## src/rtl/usr_defines.vh

```
`ifndef USR_DEFINES_VH
`define USR_DEFINES_VH

// ----------------------------------------------------------------
// Register geometry
// ----------------------------------------------------------------
`define USR_STAGES 4
`define USR_CLEAR 4'h0

// ----------------------------------------------------------------
// Mode codes, bit 1 is the upper select, bit 0 the lower select
// ----------------------------------------------------------------
`define USR_MODE_HOLD 2'h0
`define USR_MODE_SHR 2'h1
`define USR_MODE_SHL 2'h2
`define USR_MODE_LOAD 2'h3

// ----------------------------------------------------------------
// Layout of one captured edge word in the queue
// ----------------------------------------------------------------
`define USR_WORD_W 8
`define USR_F_PAR_LSB 0
`define USR_F_PAR_MSB 3
`define USR_F_SL 4
`define USR_F_SR 5
`define USR_F_MODE_LSB 6
`define USR_F_MODE_MSB 7

// ----------------------------------------------------------------
// Queue and synchroniser sizes
// ----------------------------------------------------------------
`define USR_FIFO_DEPTH 16
`define USR_FIFO_AW 4
`define USR_SYNC_W 9

`endif

```

## src/rtl/usr_sync.v

```verilog
`timescale 1ns/1ps

// ----------------------------------------------------------------
// Two flip-flop level synchroniser for a bundle of pins
// ----------------------------------------------------------------
module usr_sync #(
    parameter WIDTH = 9
) (
    input wire clk,                // System clock
    input wire sys_rst,            // Synchronous reset, active high
    input wire [WIDTH-1:0] d,      // Asynchronous pin levels
    output wire [WIDTH-1:0] q      // Levels after two stages
);

    reg [WIDTH-1:0] meta_reg;
    reg [WIDTH-1:0] sync_reg;

    // First stage feeds only the second, so metastability settles there
    always @(posedge clk) begin
        if (sys_rst) begin
            meta_reg <= {WIDTH{1'b0}};
            sync_reg <= {WIDTH{1'b0}};
        end else begin
            meta_reg <= d;
            sync_reg <= meta_reg;
        end
    end

    assign q = sync_reg;

endmodule

```

## src/rtl/usr_fifo.v

```verilog
`timescale 1ns/1ps

// ----------------------------------------------------------------
// Synchronous FIFO with registered full and empty flags
// ----------------------------------------------------------------
module usr_fifo #(
    parameter WIDTH = 8,
    parameter DEPTH = 16,
    parameter AW = 4
) (
    input wire clk,                // System clock
    input wire sys_rst,            // Synchronous flush, active high
    input wire in_valid,           // Write request
    output reg in_ready,           // Space available
    input wire [WIDTH-1:0] in_data,  // Write data
    output reg out_valid,          // Data available
    input wire out_ready,          // Read accept
    output wire [WIDTH-1:0] out_data // Head word
);

    reg [WIDTH-1:0] mem [0:DEPTH-1];
    reg [AW-1:0] wr_ptr_reg;
    reg [AW-1:0] rd_ptr_reg;
    reg [AW:0] count_reg;
    reg [AW:0] count_next;
    wire push;
    wire pop;

    // Handshakes use the registered flags so the source sees honest full
    assign push = in_valid & in_ready;
    assign pop = out_valid & out_ready;
    assign out_data = mem[rd_ptr_reg];

    // Occupancy after this cycle
    always @* begin
        count_next = count_reg;
        if (push & ~pop) begin
            count_next = count_reg + 1'b1;
        end else if (pop & ~push) begin
            count_next = count_reg - 1'b1;
        end
    end

    // Storage has no reset; only the pointers, count and flags need one
    always @(posedge clk) begin
        if (push) begin
            mem[wr_ptr_reg] <= in_data;
        end
    end

    // Pointers, count and flags
    always @(posedge clk) begin
        if (sys_rst) begin
            wr_ptr_reg <= {AW{1'b0}};
            rd_ptr_reg <= {AW{1'b0}};
            count_reg <= {(AW+1){1'b0}};
            in_ready <= 1'b0;
            out_valid <= 1'b0;
        end else begin
            if (push) begin
                wr_ptr_reg <= (wr_ptr_reg == DEPTH - 1) ? {AW{1'b0}} : wr_ptr_reg + 1'b1;
            end
            if (pop) begin
                rd_ptr_reg <= (rd_ptr_reg == DEPTH - 1) ? {AW{1'b0}} : rd_ptr_reg + 1'b1;
            end
            count_reg <= count_next;
            in_ready <= (count_next != DEPTH[AW:0]);
            out_valid <= (count_next != {(AW+1){1'b0}});
        end
    end

endmodule

```

## src/rtl/usr_shift4.v

```verilog
`timescale 1ns/1ps
`include "usr_defines.vh"

module usr_shift4 #(
    parameter STAGES = `USR_STAGES,
    parameter DEPTH = `USR_FIFO_DEPTH
) (
    input wire clk,                        // System clock, 100 MHz
    input wire sys_rst,                    // Synchronous reset, active high
    input wire master_reset_n,             // Asynchronous clear pin, active low
    input wire clock_pulse,                // Shift clock pin, rising edge acts
    input wire [1:0] mode_select,          // Mode pins, bit 1 upper, bit 0 lower
    input wire [STAGES-1:0] parallel_in,   // Parallel load pins
    input wire serial_in_left,             // Serial input at stage 3
    input wire serial_in_right,            // Serial input at stage 0
    input wire apply_stall,                // Freeze applying queued edges
    output reg [STAGES-1:0] parallel_out,  // Stored bits
    output wire capture_ready,             // Edge queue has room
    output reg edge_drop                   // Pulse: edge lost to a full queue
);

    // ----------------------------------------------------------------
    // Next-state function
    // ----------------------------------------------------------------

    // One edge's effect on the stored bits
    function [STAGES-1:0] usr_next;
        input [1:0] mode;
        input [STAGES-1:0] cur;
        input sl;
        input sr;
        input [STAGES-1:0] par;
        begin
            case (mode)
                `USR_MODE_HOLD: begin
                    usr_next = cur;
                end
                `USR_MODE_SHR: begin
                    usr_next = {cur[STAGES-2:0], sr};
                end
                `USR_MODE_SHL: begin
                    usr_next = {sl, cur[STAGES-1:1]};
                end
                `USR_MODE_LOAD: begin
                    usr_next = par;
                end
                default: begin
                    usr_next = cur;
                end
            endcase
        end
    endfunction

    // ----------------------------------------------------------------
    // Master reset: asserts at once, releases on the clock
    // ----------------------------------------------------------------
    reg rel_meta_reg;
    reg rel_sync_reg;

    // Release is synchronised so no flop sees a runt recovery window
    always @(posedge clk or negedge master_reset_n) begin
        if (!master_reset_n) begin
            rel_meta_reg <= 1'b0;
            rel_sync_reg <= 1'b0;
        end else begin
            rel_meta_reg <= 1'b1;
            rel_sync_reg <= rel_meta_reg;
        end
    end

    // ----------------------------------------------------------------
    // Pin synchronisers and edge detection
    // ----------------------------------------------------------------
    wire [`USR_SYNC_W-1:0] pins_raw;
    wire [`USR_SYNC_W-1:0] pins_sync;
    wire pulse_sync;
    wire [`USR_WORD_W-1:0] edge_word;
    reg pulse_prev_reg;
    wire pulse_rise;
    reg [`USR_WORD_W-1:0] word_hold_reg;

    // Clock and data share one synchroniser so they stay aligned
    assign pins_raw = {clock_pulse, mode_select, serial_in_right, serial_in_left, parallel_in};
    assign pulse_sync = pins_sync[`USR_SYNC_W-1];

    usr_sync #(
        .WIDTH(`USR_SYNC_W)
    ) u_sync (
        .clk(clk),
        .sys_rst(sys_rst),
        .d(pins_raw),
        .q(pins_sync)
    );

    // Previous synchronised clock level; it follows the pin through a master
    // reset, so a pulse that rose while reset was low is not taken at release
    always @(posedge clk) begin
        if (sys_rst | ~rel_sync_reg) begin
            pulse_prev_reg <= pulse_sync;
            word_hold_reg <= {`USR_WORD_W{1'b0}};
        end else begin
            pulse_prev_reg <= pulse_sync;
            word_hold_reg <= pins_sync[`USR_WORD_W-1:0];
        end
    end

    // Data is the sample taken one system cycle before the edge is seen
    assign pulse_rise = pulse_sync & ~pulse_prev_reg & rel_sync_reg;
    assign edge_word = word_hold_reg;

    // ----------------------------------------------------------------
    // Edge queue
    // ----------------------------------------------------------------
    wire fifo_clr;
    wire fifo_out_valid;
    wire fifo_out_ready;
    wire [`USR_WORD_W-1:0] fifo_out_data;
    wire apply;

    // A held reset flushes edges captured before it, keeping inputs ignored
    assign fifo_clr = sys_rst | ~rel_sync_reg;
    assign fifo_out_ready = ~apply_stall & rel_sync_reg;
    assign apply = fifo_out_valid & fifo_out_ready;

    usr_fifo #(
        .WIDTH(`USR_WORD_W),
        .DEPTH(DEPTH),
        .AW(`USR_FIFO_AW)
    ) u_fifo (
        .clk(clk),
        .sys_rst(fifo_clr),
        .in_valid(pulse_rise),
        .in_ready(capture_ready),
        .in_data(edge_word),
        .out_valid(fifo_out_valid),
        .out_ready(fifo_out_ready),
        .out_data(fifo_out_data)
    );

    // Edges that meet a full queue are lost; the driving logic sees the pulse
    always @(posedge clk) begin
        if (sys_rst | ~rel_sync_reg) begin
            edge_drop <= 1'b0;
        end else begin
            edge_drop <= pulse_rise & ~capture_ready;
        end
    end

    // ----------------------------------------------------------------
    // Stored stages
    // ----------------------------------------------------------------

    // Async clear gives the immediate low; queued edges apply in order
    always @(posedge clk or negedge master_reset_n) begin
        if (!master_reset_n) begin
            parallel_out <= `USR_CLEAR;
        end else if (sys_rst) begin
            parallel_out <= `USR_CLEAR;
        end else if (apply) begin
            parallel_out <= usr_next(
                fifo_out_data[`USR_F_MODE_MSB:`USR_F_MODE_LSB],
                parallel_out,
                fifo_out_data[`USR_F_SL],
                fifo_out_data[`USR_F_SR],
                fifo_out_data[`USR_F_PAR_MSB:`USR_F_PAR_LSB]);
        end
    end

endmodule

```

## config.mk

```make
export PLATFORM = sky130hd
export DESIGN_NAME = usr_shift4
export DESIGN_NICKNAME = d
export VERILOG_FILES = /design/src/rtl/usr_sync.v /design/src/rtl/usr_fifo.v /design/src/rtl/usr_shift4.v
export VERILOG_INCLUDE_DIRS = /design/src /design/src/rtl
export SDC_FILE = /design/constraint.sdc
export NUM_CORES = 1
export LEC_CHECK = 0
export ABC_AREA = 1
export CAP_MARGIN = 20
export CELL_PAD_IN_SITES_DETAIL_PLACEMENT = 0
export CELL_PAD_IN_SITES_GLOBAL_PLACEMENT = 2
export CORE_MARGIN = 8
export CORE_UTILIZATION = 45
export CTS_CLUSTER_DIAMETER = 120
export CTS_CLUSTER_SIZE = 12
export DETAILED_ROUTE_END_ITERATION = 16
export DONT_BUFFER_PORTS = 1
export HOLD_SLACK_MARGIN = 0.02
export PLACE_DENSITY = 0.95
export SYNTH_ARGS = -nofsm -noshare
export SYNTH_HDL_FRONTEND = slang
export SYNTH_SLANG_ARGS = --single-unit
```

## constraint.sdc

```tcl
create_clock -name clk -period 3.2 [get_ports clk]
set_input_delay 0.16 -clock clk [delete_from_list [all_inputs] [get_ports clk]]
set_output_delay 0.16 -clock clk [all_outputs]
set_load 0.1 [all_outputs]
```

After elaboration in Yosys (flattened, before gate mapping). Memory sizes are Yosys's and may differ from the RTL's. A register that Yosys moved wholly into a read port is not among the register bits. Cells that the tools add are included. Widths: inputs -> output; s select.

Eq/ne operators: 7. Multiply operators: 0. Bitwise operators: 15. Muxes and demuxes: 11. Shift-type cells: 0. Reductions and logical operators: 4. Divide/modulo/power cells: 0. Magnitude comparators: 0. Add/subtract/negate cells: 4.

Operators by type and width (count): $mux 4 (6); $pmux 4 s3 (1); $mux 5 (2); $add 4x1->4 const B (2); $and 1x1->1 (8); $eq 4x4->1 const B (2); $not 1->1 (6); $add 5x1->5 const B (1); $ne 5x5->1 const B (1); $reduce_bool 5->1 (1); $sub 5x1->5 const B (1); $eq 2x2->1 const B (2); $eq 2x1->1 const B (1); $logic_not 2->1 (1); $mux 1 (2); $ne 2x2->1 const B (1); $reduce_and 2->1 (1); $reduce_bool 2->1 (1); $or 1x1->1 (1).

RAM bits: 128. Latch bits: 0. Bits in registers: 49. Memory bits (read-only): 0. Memories: 1. Bits of input ports: 13.

Memories: u_fifo.mem (depth 16, bits a word 8, read ports 1, clocked after memory_dff 1, wr ports 1, RTL line usr_fifo.v:21) `reg [WIDTH-1:0] mem [0:DEPTH-1];`.

Longest topological paths before layout.
Word-level depth: 9. Mapped depth: 14. Mapped depth without buffers: 13.

By module. A second synthesis with hierarchy kept.

Cell total of the unflattened synthesis: 689. Area, all modules: 7410.9 um^2.

By module, submodules not included: usr_fifo (area each 6249.7 um^2, sequential area each 4224.1 um^2, cells each 554, times used 1); usr_shift4 (area each 639.4 um^2, sequential area each 350.3 um^2, cells each 79, times used 1); usr_sync (area each 521.8 um^2, sequential area each 360.3 um^2, cells each 56, times used 1).

Worst setup path after synthesis. OpenSTA, ideal clock, no wires.

Path type: register to register. From: reg u_fifo.in_ready. To: mem u_fifo.mem[0][0], enable pin. Library setup time: 0.370 ns. Required time: 2.830 ns. Data arrival time: 1.852 ns. Setup slack: 0.978 ns. Cell stages (with the launch flop): 5. Path through: dfxtp_1 > inv_1 > nor2_1 > nand2_1 > nor2_1.

Cells in the longest elaborated chain, start to end: 3.

RTL lines: from (decl) (RTL line usr_fifo.v:14) `output reg in_ready,`; from (signal assigned) (RTL line usr_fifo.v:67) `in_ready <= (count_next != DEPTH[AW:0]);`; $and 1x1->1 (RTL line usr_fifo.v:30) `assign push = in_valid & in_ready;`; $mux 1 (RTL line usr_fifo.v:46) `if (push) begin`; $mux 1 (implied by the code) (RTL line usr_fifo.v:47) `mem[wr_ptr_reg] <= in_data;`; to (decl) (RTL line usr_fifo.v:21).

Every way passes these cells.

Worst setup path after layout.
From: reg u_sync.sync_reg[8], in the netlist u_sync.q[8]. To: mem u_fifo.mem[0][5], enable pin.

Cells in the longest elaborated chain, start to end: 5.

RTL lines: from (decl) (RTL line usr_sync.v:16) `reg [WIDTH-1:0] sync_reg;`; from (signal assigned) (RTL line usr_sync.v:22) `sync_reg <= {WIDTH{1'b0}};`; from (signal assigned) (RTL line usr_sync.v:25) `sync_reg <= meta_reg;`; $and 1x1->1 (2 in series) (RTL line usr_shift4.v:108) `assign pulse_rise = pulse_sync & ~pulse_prev_reg & rel_sync_reg;`; $and 1x1->1 (RTL line usr_fifo.v:30); $mux 1 (RTL line usr_fifo.v:46); $mux 1 (implied by the code) (RTL line usr_fifo.v:47).

Every way passes these cells.

==> summary.md <==
| Metric | Value |
|---|---|
| Top delay family on crit path | simple AND/OR/NAND/NOR gates |
| Syn Nets | 722 |
| RePlAce Congestion | a little over 0.8 |
| Mapped Cells | about 700 |
| Synth top area share | 0.519 |
| HP Class | primary input to flop |
| CTS Root Cell | clkbuf_16 |
| CP cell instances | nand3b_1 > nor2_1 > nand2_1 > nor2_1 |
| Final hold vios | 0 |
| Clk pwr share | 0.439 |
| Avg Cell Area, Syn | 10.6 um^2 |
| Number of synthesized flops with an enable pin | 128 |
| Adder-cell area share of the yosys netlist | 0.0118 |
| Critical Path Slowest Stage Cell | nor2_1 |
| CORE AREA | around 16000 um^2 |
| CP Class | flop to flop |
| Remaining antenna violation count after routing | 0 |
| CTS Sinks | between 150 and 200 |
| Clk Latency, worst-skew pair | ~430 ps |
| FF+latch count, synth | about 180 |
| FMAX | around 480 MHz |
| Dpl cells | roughly 910 |
| Largest register FFs | around 130 |
| Most numerous cell on the critical path | nor2_1 |
| GRT Residual Overflow | 0 |
| Initial core utilization | 0.453 |
| Die width | roughly 140 um |
| Fin Setup TNS | 0 ps |
| Least-Margin Pin Slew | just under 1000 ps |
| Top_reg_cell synth | edfxtp_1 |
| Buf/Inv on CP | 0 |
| DR iter-0 viols | around 410 |
| Gate power share | 0.014 |
| Synth Area in Compound Gates | 0.0142 |
| Antenna violations before repair | 0 |
| Largest family of logic cells by synthesized area | simple AND/OR/NAND/NOR gates |
| Synth Area in XOR/XNOR | 0.00473 |
| Global-route wire length before repair | ~24000 um |
| Detail Placement HPWL | roughly 9400 um |
| Worst Setup Start Kind | flop |
| Power Density | 559 nW/um^2 |
| Final Max Tran Viols | 0 |
| Status | finished, final reports clean |
| Critical Path AT | ~2100 ps |
| WL/cell | 15.6 um |
| Overall routing resource usage | 0.154 |
| 1st-pass router iterations | 8 |
| Die height | approximately 140 um |
| Ports | 19 |
| Die area | around 21000 um^2 |
| Number of distinct library cells after synthesis | 39 |
| Antenna Cells | 0 |
| Post-Layout Cell Count | 949 |
| CTS clk-pin slew, worst paths | ~70 ps |
| Psw | just under 0.001 W |
| Peak supply drop | about 0.52 mV |
| CP max stage delay | ~650 ps |
| H-Tree Depth | 4 |
| Leak | 3.22 nW |
| Sw Ratio | 0.209 |
| Int Pwr | approximately 0.0036 W |
| Final Critical Period | 2090 ps |
| Multiplexer share of the synthesized area | 0 |
| Worst Min Path Start | sys_rst |
| Num CTS Buffers | 17 |
| Multi-input logic area | just under 2000 um^2 |
| Layout Utilization | 0.503 |
| Period utilization | 0.652 |
| Post-Syn Area | 7410 um^2 |
| FF/Latch Area | ~4900 um^2 |
| Worst r2r src | u_sync.q[8] |
| Clock buffer depth | 2 |
| Most frequent cell after synthesis | nand2_1 |
| Layout Area Growth over Synthesis | 11.0% |
| CTS tree | yes |
| Layout Skew | between 9 and 10 ps |
| Via density | slightly below 5 |
| Final setup violation count | 0 |
| Routed wire length | between 10000 and 15000 um |
| Normalized max-slew margin | 0.347 |
| Ys Warns | 0 |
| Simple-gate share of the synthesized area | 0.232 |
| CP required | between 3000 and 4000 ps |
| Worst setup EP type | flop |
| Critical path peak fanout | 8 |
| Final #Nets | 736 |
| Post_cts resized | 0 |
| RSZ-0062 raised after global routing | false |
| IO buf count | 0 |
| DR DRC count | 0 |
| # rows | 47 |
| Critical Path Source | u_sync.q[8] |
| Power Total | 0.00460 W |
| Main area contributors after synthesis | edfxtp_1, dfxtp_1, nand2_1, nand3_1, inv_1 |
| Seq/Total Area, Yosys | 0.666 |
| Max-cap viol count | 0 |
| Yosys top cell by area | edfxtp_1 |
| Fraction of layout instances using a drive strength above 1 | 0.0892 |
| Largest net degree at the start of global routing | 65 |
| Asr flop ratio synth | 0.0331 |
| Vias in the first global route | 4519 |
| Routed vias | 4683 |
| Layout fillers | around 1400 |
| Commonest cells in the netlist | nand2_1, edfxtp_1, nand3_1 |
| Seq pwr share | 0.547 |
[metrics by stage]
step	hold slack (ps)	cell area, um^2	setup slack [ps]
6_report	31.8	8230	1110
5_1_grt	93.8	8230	899
4_1_cts	21.3	8230	1100
3_5_place_dp	-135	7520	1110
3_3_place_gp	-135	7520	1160
2_1_floorplan	-136	7410	978
[final timing paths]
kind	to	slack [ps]	depth (start not counted)
worst min-delay path	edge_word[3]	30	3
worst max register to register	u_fifo.mem[0][5]	1110	4
min in group asynchronous	rel_meta_reg	80	1
worst min register to register	rel_sync_reg	370	0
max in group asynchronous	parallel_out[0]	2850	1
worst max-delay path	u_fifo.mem[0][5]	1110	4
[power groups by stage]
stage / registers, W / clock network, W / logic (W)
2_1_floorplan: 0.00257 / 0 / 0.0000325
3_3_place_gp: 0.00257 / 0 / 0.0000460
3_5_place_dp: 0.00257 / 0 / 0.0000470
4_1_cts: 0.00252 / 0.00205 / 0.0000647
5_1_grt: 0.00252 / 0.00214 / 0.0000722
6_report: 0.00252 / 0.00202 / 0.0000642
[metal layers]
metal,up-vias,share of wire,track usage
met4,0,0.014,0.0482
met3,17,0.052,0.0363
met1,2212,0.46,0.199
li1,2344,-,-
met5,-,0,0
met2,110,0.48,0.251
[cell families (layout without fill, tap and decap cells)]
kind of cell	Yosys count	count (layout)
AOI/OAI and AO/OA	18	18
DFF	181	181
and+or+nand+nor	387	387
other	1	1
buffers and inverters	104	131
adders and majority gates	7	7
xor gates and xnor gates	4	4
[area by class of cell]
cell class	instances	share of cell area
clock buffer	18	0.0534
timing repair buffer	21	0.0228
inverter	78	0.0362
sequential	181	0.600
multi-input combinational	417	0.237
clock inverter	14	0.0173
tap	220	0.0335
[timing repair]
action	CTS	global route
hold buffers	12	0
endpoints found under the hold margin	28	0
buffers inserted	0	0
[worst register-to-register path: cells and delay by family, from the launching register on]
family | cells | cell delay [ps]
AND/OR/NAND/NOR | 4 | 1310
flip-flops | 1 | 400
[placed cells by master, fill, tap and decap left out, drive strengths merged]
cell and n:
nand3b 1, conb 1, xor2 3, nor3 3, o21bai 1, clkinv 7, nor4 1, nand3 127
o21ai 8, dfxtp 47, a21oi 6, clkbuf 18, and2 1, inv 81, dfrtp 6, edfxtp 128
or2 2, o22ai 1, o21a 1, bufinv 1, dlygate4sd3 12, nand2 193, buf 9, nand4 2
clkinvlp 3, a211oi 1, ha 7, nor2 56, nor3b 1, xnor2 1
Power figures use the tool's default switching activity.
